`config.mk`:
```
export PLATFORM = sky130hd
export DESIGN_NAME = lcdr_core
export DESIGN_NICKNAME = d
export VERILOG_FILES = /design/src/pkg/lcdr_pkg.sv /design/src/core/lcdr_blink_gen.sv /design/src/core/lcdr_phase_gen.sv /design/src/core/lcdr_core.sv
export VERILOG_INCLUDE_DIRS = /design/src /design/src/pkg
export SDC_FILE = /design/constraint.sdc
export NUM_CORES = 1
export LEC_CHECK = 0
export ABC_AREA = 1
export BUFFER_PORTS_ARGS = -buffer_cell sky130_fd_sc_hd__buf_2
export CORE_ASPECT_RATIO = 0.7
export CORE_UTILIZATION = 63
export DETAILED_ROUTE_END_ITERATION = 8
export PLACE_DENSITY = 0.84
export SYNTH_ARGS = -nofsm -noshare
export SYNTH_HDL_FRONTEND = slang
export SYNTH_SLANG_ARGS = --single-unit
```
`constraint.sdc`:
```
create_clock -name ref_clk -period 10.2 [get_ports ref_clk]
set_clock_uncertainty 0.1 [all_clocks]
set_input_delay 1.53 -clock ref_clk [delete_from_list [all_inputs] [get_ports ref_clk]]
set_output_delay 1.53 -clock ref_clk [all_outputs]
set_load 0.01 [all_outputs]
```
`src/pkg/lcdr_regs.svh`:
```
`ifndef LCDR_REGS_SVH
`define LCDR_REGS_SVH
// ----------------------------------------
// Geometry and reset values
// ----------------------------------------
`define LCDR_COLS 80
`define LCDR_ROWS 4
`define LCDR_PTR_RST 0
`define LCDR_SUB_RST 3'h0
`define LCDR_LAST_BIT 3'h7
`define LCDR_BANK_OFS 2'h2
// ----------------------------------------
// Timing in ref_clk cycles
// ----------------------------------------
`define LCDR_FRAME_CYC 24
`define LCDR_BLINK1_DIV 768
`define LCDR_BLINK2_DIV 1536
`define LCDR_BLINK3_DIV 3072
`endif

```
`src/pkg/lcdr_pkg.sv`:
```
package lcdr_pkg;
	// ----------------------------------------
	// Drive modes and blink rates
	// ----------------------------------------
	typedef enum logic [1:0] {LCDR_STATIC, LCDR_DUPLEX, LCDR_TRIPLEX, LCDR_QUAD} lcdr_mode_type;
	typedef enum logic [1:0] {LCDR_BLINK_OFF, LCDR_BLINK_1, LCDR_BLINK_2, LCDR_BLINK_3}
		lcdr_blink_type;

	// Rows used per RAM word in each mode
	function automatic logic [2:0] lcdrRowsPerWord(input lcdr_mode_type m);
		case (m)
			LCDR_STATIC:  return 3'h1;
			LCDR_DUPLEX:  return 3'h2;
			LCDR_TRIPLEX: return 3'h3;
			default:      return 3'h4;
		endcase
	endfunction

	// Only static and duplex leave room for an alternate bank
	function automatic logic lcdrHasAltBank(input lcdr_mode_type m);
		return (m == LCDR_STATIC) || (m == LCDR_DUPLEX);
	endfunction
endpackage

```
`src/core/lcdr_blink_gen.sv`:
```
`timescale 1ns/100ps
`default_nettype none
`include "lcdr_regs.svh"
module lcdr_blink_gen
	import lcdr_pkg::*;
(
	input  wire logic           ref_clk,
	input  wire logic           rst_b,
	input  wire lcdr_blink_type blinkRate,
	output var  logic           blinkPhase_q
);
	logic [10:0] cnt_q;
	logic [10:0] half;

	// ----------------------------------------
	// Half period per rate
	// ----------------------------------------
	always_comb
	begin
		case (blinkRate)
			LCDR_BLINK_1: half = 11'(`LCDR_BLINK1_DIV / 2);
			LCDR_BLINK_2: half = 11'(`LCDR_BLINK2_DIV / 2);
			LCDR_BLINK_3: half = 11'(`LCDR_BLINK3_DIV / 2);
			default:      half = 11'h000;
		endcase
	end

	always_ff @(posedge ref_clk or negedge rst_b)
	begin
		if (!rst_b)
		begin
			cnt_q        <= 11'h000;
			blinkPhase_q <= 1'b0;
		end
		else if (blinkRate == LCDR_BLINK_OFF)
		begin
			cnt_q        <= 11'h000;
			blinkPhase_q <= 1'b0;
		end
		else if (cnt_q >= half - 11'h001)
		begin
			cnt_q        <= 11'h000;
			blinkPhase_q <= ~blinkPhase_q;
		end
		else
			cnt_q <= cnt_q + 11'h001;
	end
endmodule // lcdr_blink_gen
`default_nettype wire

```
`src/core/lcdr_phase_gen.sv`:
```
`timescale 1ns/100ps
`default_nettype none
`include "lcdr_regs.svh"
module lcdr_phase_gen
	import lcdr_pkg::*;
(
	input  wire logic          ref_clk,
	input  wire logic          rst_b,
	input  wire lcdr_mode_type mode,
	input  wire logic          enable,
	output logic               rowLoad,
	output logic [1:0]         nextRow,
	output var  logic [3:0]    backplane_q
);
	logic [4:0] cycCnt_q;
	logic [1:0] row_q;
	logic [4:0] rowCyc;
	logic [2:0] rows;
	logic [3:0] bpNext;

	// ----------------------------------------
	// Multiplex phase sequencing
	// ----------------------------------------
	always_comb
	begin
		rows    = lcdrRowsPerWord(mode);
		rowCyc  = 5'(`LCDR_FRAME_CYC / rows);
		rowLoad = cycCnt_q >= rowCyc - 5'h01;
		nextRow = ({1'b0, row_q} >= rows - 3'h1) ? 2'h0 : row_q + 2'h1;
	end

	always_ff @(posedge ref_clk or negedge rst_b)
	begin
		if (!rst_b)
		begin
			cycCnt_q <= 5'h00;
			row_q    <= 2'h0;
		end
		else if (rowLoad)
		begin
			cycCnt_q <= 5'h00;
			row_q    <= nextRow;
		end
		else
			cycCnt_q <= cycCnt_q + 5'h01;
	end

	always_comb
	begin
		for (int i = 0; i < `LCDR_ROWS; i++)
		begin
			if (mode == LCDR_TRIPLEX && i == `LCDR_ROWS - 1)
				bpNext[i] = nextRow == 2'h1;
			else
				bpNext[i] = 3'(i) % rows == {1'b0, nextRow};
		end
	end

	always_ff @(posedge ref_clk or negedge rst_b)
	begin
		if (!rst_b)
			backplane_q <= 4'h0;
		else if (rowLoad)
			backplane_q <= enable ? bpNext : 4'h0;
	end
endmodule // lcdr_phase_gen
`default_nettype wire

```
`src/core/lcdr_core.sv`:
```
`timescale 1ns/100ps
`default_nettype none
`include "lcdr_regs.svh"
// Function
// - 80 words of 4 bits; a 1 lights the element, a 0 darkens it.
// - Rows 0-3 map to backplanes 0-3, columns 0-79 to segments.
// - Display register holds one row of all 80 columns per phase.
// - Backplanes mirror: bp3=bp1 triplex, pairs in duplex, all in static.
// - Each data bit is written on arrival, not at acknowledge.
// - Static mode puts eight bits into row 0 of eight words.
// - Duplex mode puts bit pairs into rows 0-1 of four words.
// - Triplex uses triples in rows 0-2 over three words; third word bit 2 kept.
// - Quad mode puts nibbles into rows 0-3 of two words.
// - Pointer load sets where the next display byte starts.
// - Pointer advances 8, 4, 3 or 2 per byte by mode.
// - Store only on subaddress match; pointer advances regardless.
// - Only the device-select command loads the subaddress counter.
// - Pointer overflow increments subaddress, even inside a byte.
// - Output rows scan 0-3, 0-2, 0-1 or 0 by mode.
// - Bank command shows rows 2/3 instead of 0/1 in static, duplex.
// - Input bank writes rows 2/3 in static, duplex; independent.
// - Blink off or clock divided by 768, 1536 or 3072.
// - Alternate-bank blink swaps banks at blink rate in static, duplex.
// - One register bit per segment output and memory column.
// - Reset clears pointer, subaddress, banks, blink; quad mode, display off.
module lcdr_core
	import lcdr_pkg::*;
#(
	parameter int COLS = `LCDR_COLS,
	parameter int PW   = $clog2(COLS)
)
(
	input  wire logic           ref_clk,
	input  wire logic           rst_b,
	input  wire logic           dataBitValid,
	input  wire logic           dataBit,
	input  wire logic           loadPtrValid,
	input  wire logic [PW-1:0]  loadPtrValue,
	input  wire logic           devSelValid,
	input  wire logic [2:0]     devSelValue,
	input  wire logic           modeSetValid,
	input  wire lcdr_mode_type  modeSetValue,
	input  wire logic           modeSetEnable,
	input  wire logic           bankSelValid,
	input  wire logic           bankSelInput,
	input  wire logic           bankSelOutput,
	input  wire logic           blinkSelValid,
	input  wire lcdr_blink_type blinkSelRate,
	input  wire logic           blinkSelAlt,
	input  wire logic           hwSubaddrBit0,
	input  wire logic           hwSubaddrBit1,
	input  wire logic           hwSubaddrBit2,
	output var  logic [COLS-1:0] segmentOut_q,
	output logic                backplaneOutZero,
	output logic                backplaneOutOne,
	output logic                backplaneOutTwo,
	output logic                backplaneOutThree,
	output var  logic [PW-1:0]  dataPtr_q,
	output var  logic [2:0]     subCnt_q,
	output var  logic           enable_q
);
	logic [3:0]     ram_q [COLS];
	logic [2:0]     bitCnt_q;
	logic [1:0]     rowIdx_q;
	lcdr_mode_type  mode_q;
	lcdr_blink_type blinkRate_q;
	logic           inBank_q;
	logic           outBank_q;
	logic           blinkAlt_q;
	logic [2:0]     rowsPer;
	logic           altOk;
	logic           subMatch;
	logic [1:0]     wrRow;
	logic           wordDone;
	logic           ptrLast;
	logic           advance;
	logic           rowLoad;
	logic [1:0]     nextRow;
	logic [1:0]     rdRow;
	logic           blinkPhase;
	logic           blank;
	logic [3:0]     backplane;
	logic [3:0]     curWord;

	// ----------------------------------------
	// Write position decode
	// ----------------------------------------
	always_comb
	begin
		rowsPer  = lcdrRowsPerWord(mode_q);
		altOk    = lcdrHasAltBank(mode_q);
		subMatch = subCnt_q == {hwSubaddrBit2, hwSubaddrBit1, hwSubaddrBit0};
		wrRow    = rowIdx_q + ((inBank_q && altOk) ? `LCDR_BANK_OFS : 2'h0);
		wordDone = ({1'b0, rowIdx_q} == rowsPer - 3'h1) || (bitCnt_q == `LCDR_LAST_BIT);
		ptrLast  = dataPtr_q == PW'(COLS - 1);
		advance  = dataBitValid && wordDone;
		curWord  = ram_q[dataPtr_q];
	end

	// ----------------------------------------
	// Data pointer
	// ----------------------------------------
	always_ff @(posedge ref_clk or negedge rst_b)
	begin
		if (!rst_b)
			dataPtr_q <= PW'(`LCDR_PTR_RST);
		else if (loadPtrValid)
			dataPtr_q <= loadPtrValue;
		else if (advance)
			dataPtr_q <= ptrLast ? PW'(`LCDR_PTR_RST) : dataPtr_q + PW'(1);
	end

	// Position inside the byte; a load realigns it, so an aborted byte
	// leaves a stale position until the host reloads the pointer.
	// realign on reload
	always_ff @(posedge ref_clk or negedge rst_b)
	begin
		if (!rst_b)
		begin
			bitCnt_q <= 3'h0;
			rowIdx_q <= 2'h0;
		end
		else if (loadPtrValid)
		begin
			bitCnt_q <= 3'h0;
			rowIdx_q <= 2'h0;
		end
		else if (dataBitValid)
		begin
			bitCnt_q <= bitCnt_q + 3'h1;
			rowIdx_q <= wordDone ? 2'h0 : rowIdx_q + 2'h1;
		end
	end

	// ----------------------------------------
	// Subaddress counter
	// ----------------------------------------
	always_ff @(posedge ref_clk or negedge rst_b)
	begin
		if (!rst_b)
			subCnt_q <= `LCDR_SUB_RST;
		else if (devSelValid)
			subCnt_q <= devSelValue;
		else if (advance && ptrLast && !loadPtrValid)
			subCnt_q <= subCnt_q + 3'h1;
	end

	// ----------------------------------------
	// Configuration
	// ----------------------------------------
	// power-on defaults
	always_ff @(posedge ref_clk or negedge rst_b)
	begin
		if (!rst_b)
		begin
			mode_q      <= LCDR_QUAD;
			enable_q    <= 1'b0;
			inBank_q    <= 1'b0;
			outBank_q   <= 1'b0;
			blinkRate_q <= LCDR_BLINK_OFF;
			blinkAlt_q  <= 1'b0;
		end
		else
		begin
			if (modeSetValid)
			begin
				mode_q   <= modeSetValue;
				enable_q <= modeSetEnable;
			end
			if (bankSelValid)
			begin
				inBank_q  <= bankSelInput;
				outBank_q <= bankSelOutput;
			end
			if (blinkSelValid)
			begin
				blinkRate_q <= blinkSelRate;
				blinkAlt_q  <= blinkSelAlt;
			end
		end
	end

	// ----------------------------------------
	// Display RAM and display register
	// ----------------------------------------
	always_comb
	begin
		rdRow = nextRow + ((altOk && (outBank_q ^ (blinkAlt_q && blinkPhase)))
			? `LCDR_BANK_OFS : 2'h0);
		blank = !enable_q || (blinkPhase && !(blinkAlt_q && altOk));
	end

	// Flops rather than a macro keep every column readable in parallel
	// for the display register load.
	for (genvar c = 0; c < COLS; c++)
	begin : g_col
		always_ff @(posedge ref_clk or negedge rst_b)
		begin
			if (!rst_b)
				ram_q[c] <= 4'h0;
			else if (dataBitValid && subMatch && !loadPtrValid && dataPtr_q == PW'(c))
				ram_q[c][wrRow] <= dataBit;
		end

		always_ff @(posedge ref_clk or negedge rst_b)
		begin
			if (!rst_b)
				segmentOut_q[c] <= 1'b0;
			else if (rowLoad)
				segmentOut_q[c] <= ram_q[c][rdRow] && !blank;
		end
	end

	lcdr_phase_gen u_phase (
		.ref_clk     (ref_clk),
		.rst_b       (rst_b),
		.mode        (mode_q),
		.enable      (enable_q),
		.rowLoad     (rowLoad),
		.nextRow     (nextRow),
		.backplane_q (backplane)
	);

	lcdr_blink_gen u_blink (
		.ref_clk      (ref_clk),
		.rst_b        (rst_b),
		.blinkRate    (blinkRate_q),
		.blinkPhase_q (blinkPhase)
	);

	assign backplaneOutZero  = backplane[0];
	assign backplaneOutOne   = backplane[1];
	assign backplaneOutTwo   = backplane[2];
	assign backplaneOutThree = backplane[3];
endmodule // lcdr_core
`default_nettype wire

```
-- Word-level counts from Yosys, hierarchy flattened
Index checks and enable logic that the tools add are counted.
- register bits after elaboration: 446
- output and inout bits: 95
- logic and storage cells: 741
- $add $sub $neg: 12
- div/mod/pow operators: 5
- $lt $le $gt $ge: 6
- equality and inequality tests: 92
- multiplexer cells: 264
- bitwise operators: 2
- reduce and logical (&&, ||, !) cells: 185
- operator list (cell ; number):
    $bwmux W4 ; 80
    $eq A7 B6 Y1 const B ; 32
    $logic_and A1 B1 Y1 ; 171
    $bmux W1 S2 ; 80
    $eq A7 B5 Y1 const B ; 16
    $eq A7 B7 Y1 const B ; 16
    $mux W1 ; 84
    $eq A7 B4 Y1 const B ; 8
    $pmux W11 S3 ; 1
    $div A5 B3 Y32 const A ; 1
    $eq A7 B3 Y1 const B ; 4
    $mux W11 ; 2
    $mux W7 ; 3
    $eq A7 B2 Y1 const B ; 2
    $eq A3 B2 Y1 ; 4
    $mux W2 ; 6
    $mux W3 ; 4
    $add A11 B1 Y11 const B ; 1
    $ge A11 B11 Y1 ; 1
    $sub A11 B1 Y11 const B ; 1
    $pmux W3 S3 ; 1
    $reduce_bool A2 Y1 ; 4
    $add A7 B1 Y7 const B ; 1
    $eq A7 B1 Y1 const B ; 1
    other kinds (27) ; 42

-- Logic depth before layout (Yosys ltp)
- word-level depth: 10
- gate-level depth with buffers: 49
- depth with buffers taken out: 46

-- Modules after synthesis
Synthesis repeated with hierarchy kept, for this count alone.
- cells, all modules: 3107
- area, all modules: 24252.0 µm²
- modules (own cells, without submodules) (module ; instances ; cells an instance ; area an instance (µm²) ; seq. area each (µm²)):
    lcdr_core ; 1 ; 2870 ; 22431.5 ; 10587.7
    lcdr_phase_gen ; 1 ; 140 ; 1031.0 ; 275.3
    lcdr_blink_gen ; 1 ; 97 ; 789.5 ; 300.3

-- Worst setup path after synthesis
OpenSTA, ideal clock, no wires.
- path kind: flip-flop to flip-flop
- from: reg mode_q[0]
- to: reg u_phase.row_q[1]
- library setup time: 133 ps
- data arrival time: 5787 ps
- data required time: 9967 ps
- slack: 4179 ps
- cell stages (with the launch flop): 47
- path buffers: 4
- path through: dfstp_2 inv_1 ha_1 buf_6 inv_8 nand2_8 nand2_1 inv_1 fa_1 clkbuf_1 nand4_1 nand3_1 nand2_1 nand2_1 nand2_1 nand4_2 nand3_2 nand2_2 [... 11 more ...] nand2_2 nand2_1 o21ai_2 nand3_1 nand2_1 nand2_1 nor3_2 nand3b_1 o21bai_1 ha_1 nand2_1 inv_1 nand4_1 nand3_1 inv_2 clkbuf_1 clkbuf_1 o21ai_0
- longest elaborated chain between the ends: 5
- RTL lines (what ; RTL line ; text):
    start, declared ; lcdr_core.sv:65 ; lcdr_mode_type mode_q;
    start signal, assigned ; lcdr_core.sv:167 ; mode_q <= modeSetValue;
    $eq A2 B2 Y1 (tied with other cells) ; -- ;
    $pmux W3 S3 (*) ; lcdr_pkg.sv:11 ; case (m)
    $div A5 B3 Y32 (no line) or $sub A3 B1 Y3 (tied branches) ; -- ;
    $sub A5 B1 Y5 or $ge A2 B3 Y1 (tied branches) ; lcdr_phase_gen.sv:28, lcdr_phase_gen.sv:29 ;
    $ge A5 B5 Y1 or $mux W2 (tied branches) ; lcdr_phase_gen.sv:28, lcdr_phase_gen.sv:29 ;
    end signal, assigned ; lcdr_phase_gen.sv:42 ; row_q <= nextRow;
    end, declared ; lcdr_phase_gen.sv:16 ; logic [1:0] row_q;
Every way passes the cells marked *; elsewhere a longest branch is shown, timed or not.
A chain may end at the register's enable or synchronous reset.

-- Worst setup path after layout
- from: reg mode_q[0]
- to: reg u_phase.cycCnt_q[2]
- longest elaborated chain between the ends: 6
- RTL lines (what ; RTL line ; text):
    $eq A2 B2 Y1 (tied with other cells) ; -- ;
    $pmux W3 S3 (*) ; lcdr_pkg.sv:11 ;
    $div A5 B3 Y32 (no line) (*) ; -- ;
    $sub A5 B1 Y5 (*) ; lcdr_phase_gen.sv:28 ; rowLoad = cycCnt_q >= rowCyc - 5'h01;
    $ge A5 B5 Y1 (*) ; lcdr_phase_gen.sv:28 ;
    $mux W5 (*) ; lcdr_phase_gen.sv:39 ; else if (rowLoad)
    end signal, assigned ; lcdr_phase_gen.sv:45 ; cycCnt_q <= cycCnt_q + 5'h01;
    end, declared ; lcdr_phase_gen.sv:15 ; logic [4:0] cycCnt_q;
Marked as above.

==> qor.yml <==
worst_setup_path:
  worstRegToRegCells: 42
  r2r-start: "mode_q[0]$_DFFE_PN1P_"
  crit_path_end_kind: "flop"
  crit_arrival_ns: 7.83
  crit_type: "flop to flop"
  start_kind: "flop"
  slowest_delay_ns: 0.78
  path_common_cell: "nand2_1"
  rrSetupSlack_ns: 2.74
  cp.required_ns: 10.57
  reg2reg_to: "u_phase.cycCnt_q[2]$_DFF_PN0_"
  critPathMaxFanout: 88
  crit_slowest_cell: "fa_1"
floorplan:
  io_pins: 125
  initial_core_util_pct: 64.7
  rows: 56
  core_mm2: 0.0339
  die_area_mm2: 0.0356
  die_y_um: 158
  die_w_um: 225
global_route:
  grt-ovfl-total: 0
  grt_pass1_wl_mm: 98.3
  busiest_layer: "met2"
  grt_start_max_net_pins: 163
  globalRouteMet1Util_pct: 48.1
  grt_pass1_vias: 19300
  grt.met3_usage_pct: 6.27
  antenna_found_initial: 0
  met2_usage_pct: 54.6
  track_usage_pct: 34.5
min_path:
  hold_class: "flop to flop"
  hold-path-endpoint: "u_blink.cnt_q[0]$_DFF_PN0_"
  holdPathStages: 1
  hp-start: "u_blink.cnt_q[0]$_DFF_PN0_"
cells_and_area:
  area_delta_synth_final_pct: 10.1
  multi_input_area_mm2: 0.00974
  fillCellCount: 2561
  regArea_mm2: 0.0112
  post-route-util_pct: 71.2
  num_antenna_cells: 0
  nets: 2815
  fin_cells: 3246
  layout_commonest_cell: "nand2_1"
  final_layout_size_suffix_gt1_share_pct: 9.81
  layout_common_cells: "799 x nand2_1, 444 x dfrtp_1, 314 x o21ai_0, 228 x a21oi_1, 196 x a31oi_1"
clock_network:
  cts_inserted_buffers: 43
  clock_sink_count: 446
  cts_tree: "built"
  cts_resized: 0
  cts_setup_buffers: 0
  clk_pin_slew_ns: 0.08
  post_cts_hold_buffer_count: 0
  h-tree-depth: 2
  clockBufferDepth: 3
  clk_latency_ns: 0.55
  cts-root-buf: "clkbuf_16"
drt:
  route.detailed.drc: 0
  drt-total-wl_mm: 59.9
  dr.pass1.iters: 6
  via_count: 20300
  ant_nets: 0
  drt_iter0_drc: 2778
  vias_per_cell: 6.24
  wl_per_cell_um: 18.5
sta:
  finalHoldViolations: 0
  fmax_ghz: 0.134
  worstMarginPinSlew_ns: 1.16
  grt_setup_unrepaired: "no"
  period_minus_slack_ns: 7.46
  min_period_over_period_pct: 73.1
  maxSlewHeadroom_pct: 22.6
  setup_viol: 0
  fin_setup_tns_ns: 0
  maxSlewViolCount: 0
placement:
  dp_hpwl_mm: 35.3
  gp_congestion: 0.903
  place_inst: 3169
  io_buffers: 124
pwr:
  powerDensity_mw_per_mm2: 238
  p_leak_nw: 11.4
  netSwitchingFraction_pct: 40.8
  switchingPower_mw: 2.35
  intPower_mw: 3.41
  pwr-share-seq_pct: 36.4
  combPwrFrac_pct: 35.4
  power_mw: 5.76
  power_frac_clock_pct: 28.2
  ir_worst_vdd_uv: 280
synthesis:
  synthArstFlopShare_pct: 100
  syn-num-nets: 2799
  syn_avg_cell_area_um2: 8.03
  synth_top_area_share_pct: 50.6
  synth_edf_count: 0
  synth.distinct_cells: 49
  yosys_warnings: 0
  synthesis.instances: 2734
  ys_seq_area_share_pct: 50.9
  yosysTopAreaCell: "dfrtp_1"
  synth_flop_cell: "dfrtp_1"
  synth_area_leaders: "dfrtp_1 51%, nand2_1 14%, o21ai_0 7.2%"
  synthesis.area_mm2: 0.0219
  ys_ff_latch: 446
run:
  max-cap-violations: 0
run_status:
  status: "finished, final reports clean"
synth_stat cells (2+ instances only):
cell      instances
clkbuf_1        170
xor2_1           13
xnor2_1           2
nand3_4           3
a22o_1            2
o21ai_1           4
o21ai_2           2
inv_2             7
o211ai_1         10
nand3_2           6
nand2_8           3
dfrtp_1         444
nand2_1         800
a31oi_1         196
nand2_2          10
inv_1            99
nor3b_1           4
nor3_1           37
nand2_4           2
and3_1            2
nor2_1          163
o21ai_0         314
nand3_1         124
clkinv_1          3
buf_2             2
a21oi_1         228
o21bai_1          3
dfstp_2           2
nor2_4            3
nor2_2            3
ha_1             34
nand4_1          22
logic make-up (layout without fill, tap and decap cells):
family,after synthesis,count (layout),share of synthesized area [%]
XOR/XNOR,15,15,0.599
flip-flops,446,446,50.9
buffers and inverters,285,333,4.97
AND/OR/NAND/NOR,1187,1187,22.6
multiplexers,1,1,0.0513
AO/OA/AOI/OAI,765,765,18.8
adder cells (fa/ha/maj),35,35,2.03
worst max-delay path, delay by kind of cell (launching register included):
kind | cells | cell delay [ns]
buf+inv | 5 | 1.34
fa+ha+maj | 3 | 1.51
flops | 1 | 0.62
simple gates | 29 | 3.04
compound gates | 5 | 0.75
registers in the layout, summed over array words and instances, names as in the netlist, 3 cells and up:
name / count
dataPtr_q: 7
u_phase.cycCnt_q: 5
u_blink.cnt_q: 11
ram_q: 320
u_phase.backplane_q: 4
bitCnt_q: 3
subCnt_q: 3
segmentOut_q: 80
final cells by class:
type,count,area share (%)
clock buffers,60,5.22
clock inverters,17,0.710
inverters,110,1.78
flip-flops and latches,446,46.2
repair buffers,146,3.35
multi-input cells,2003,40.3
well taps,464,2.40
power groups by stage:
stage / combinational [mW] / clock, mW / sequential (mW)
finish: 2.04 / 1.63 / 2.10
global route: 2.23 / 1.71 / 2.12
CTS: 2.00 / 1.64 / 2.10
detailed placement: 2.00 / 0 / 2.12
global placement: 1.95 / 0 / 2.12
floorplan: 1.25 / 0 / 2.16
worst max path at each step:
stage | startpoint | end | slack, ns | cells past startpoint
after floorplan | mode_q[0]$_DFFE_PN1P_ | u_phase.row_q[1]$_DFFE_PN0P_ | 4.18 | 46
after global placement | mode_q[0]$_DFFE_PN1P_ | u_phase.cycCnt_q[2]$_DFF_PN0_ | 3.25 | 42
after detailed placement | mode_q[0]$_DFFE_PN1P_ | u_phase.cycCnt_q[2]$_DFF_PN0_ | 2.90 | 42
after CTS | mode_q[0]$_DFFE_PN1P_ | u_phase.cycCnt_q[2]$_DFF_PN0_ | 2.86 | 42
after global routing | mode_q[0]$_DFFE_PN1P_ | u_phase.cycCnt_q[2]$_DFF_PN0_ | 2.13 | 43
final | mode_q[0]$_DFFE_PN1P_ | u_phase.cycCnt_q[2]$_DFF_PN0_ | 2.74 | 42
metrics by stage:
stage | instance area, um2 | worst slack (ns) | hold slack, ns
4_1_cts | 24200 | 2.86 | 0.368
5_1_grt | 24200 | 2.13 | 0.390
6_report | 24200 | 2.74 | 0.358
2_1_floorplan | 21900 | 4.18 | 0.333
3_5_place_dp | 22700 | 2.90 | 0.360
3_3_place_gp | 22700 | 3.25 | 0.348
per-layer routing:
layer  routed length [um]  part of all wire, %
met2                27600                   46
met4                 1790                  3.0
met5                    0                    0
met3                 5780                  9.6
met1                24800                   41
No activity file was read; power rests on OpenSTA's default activity.
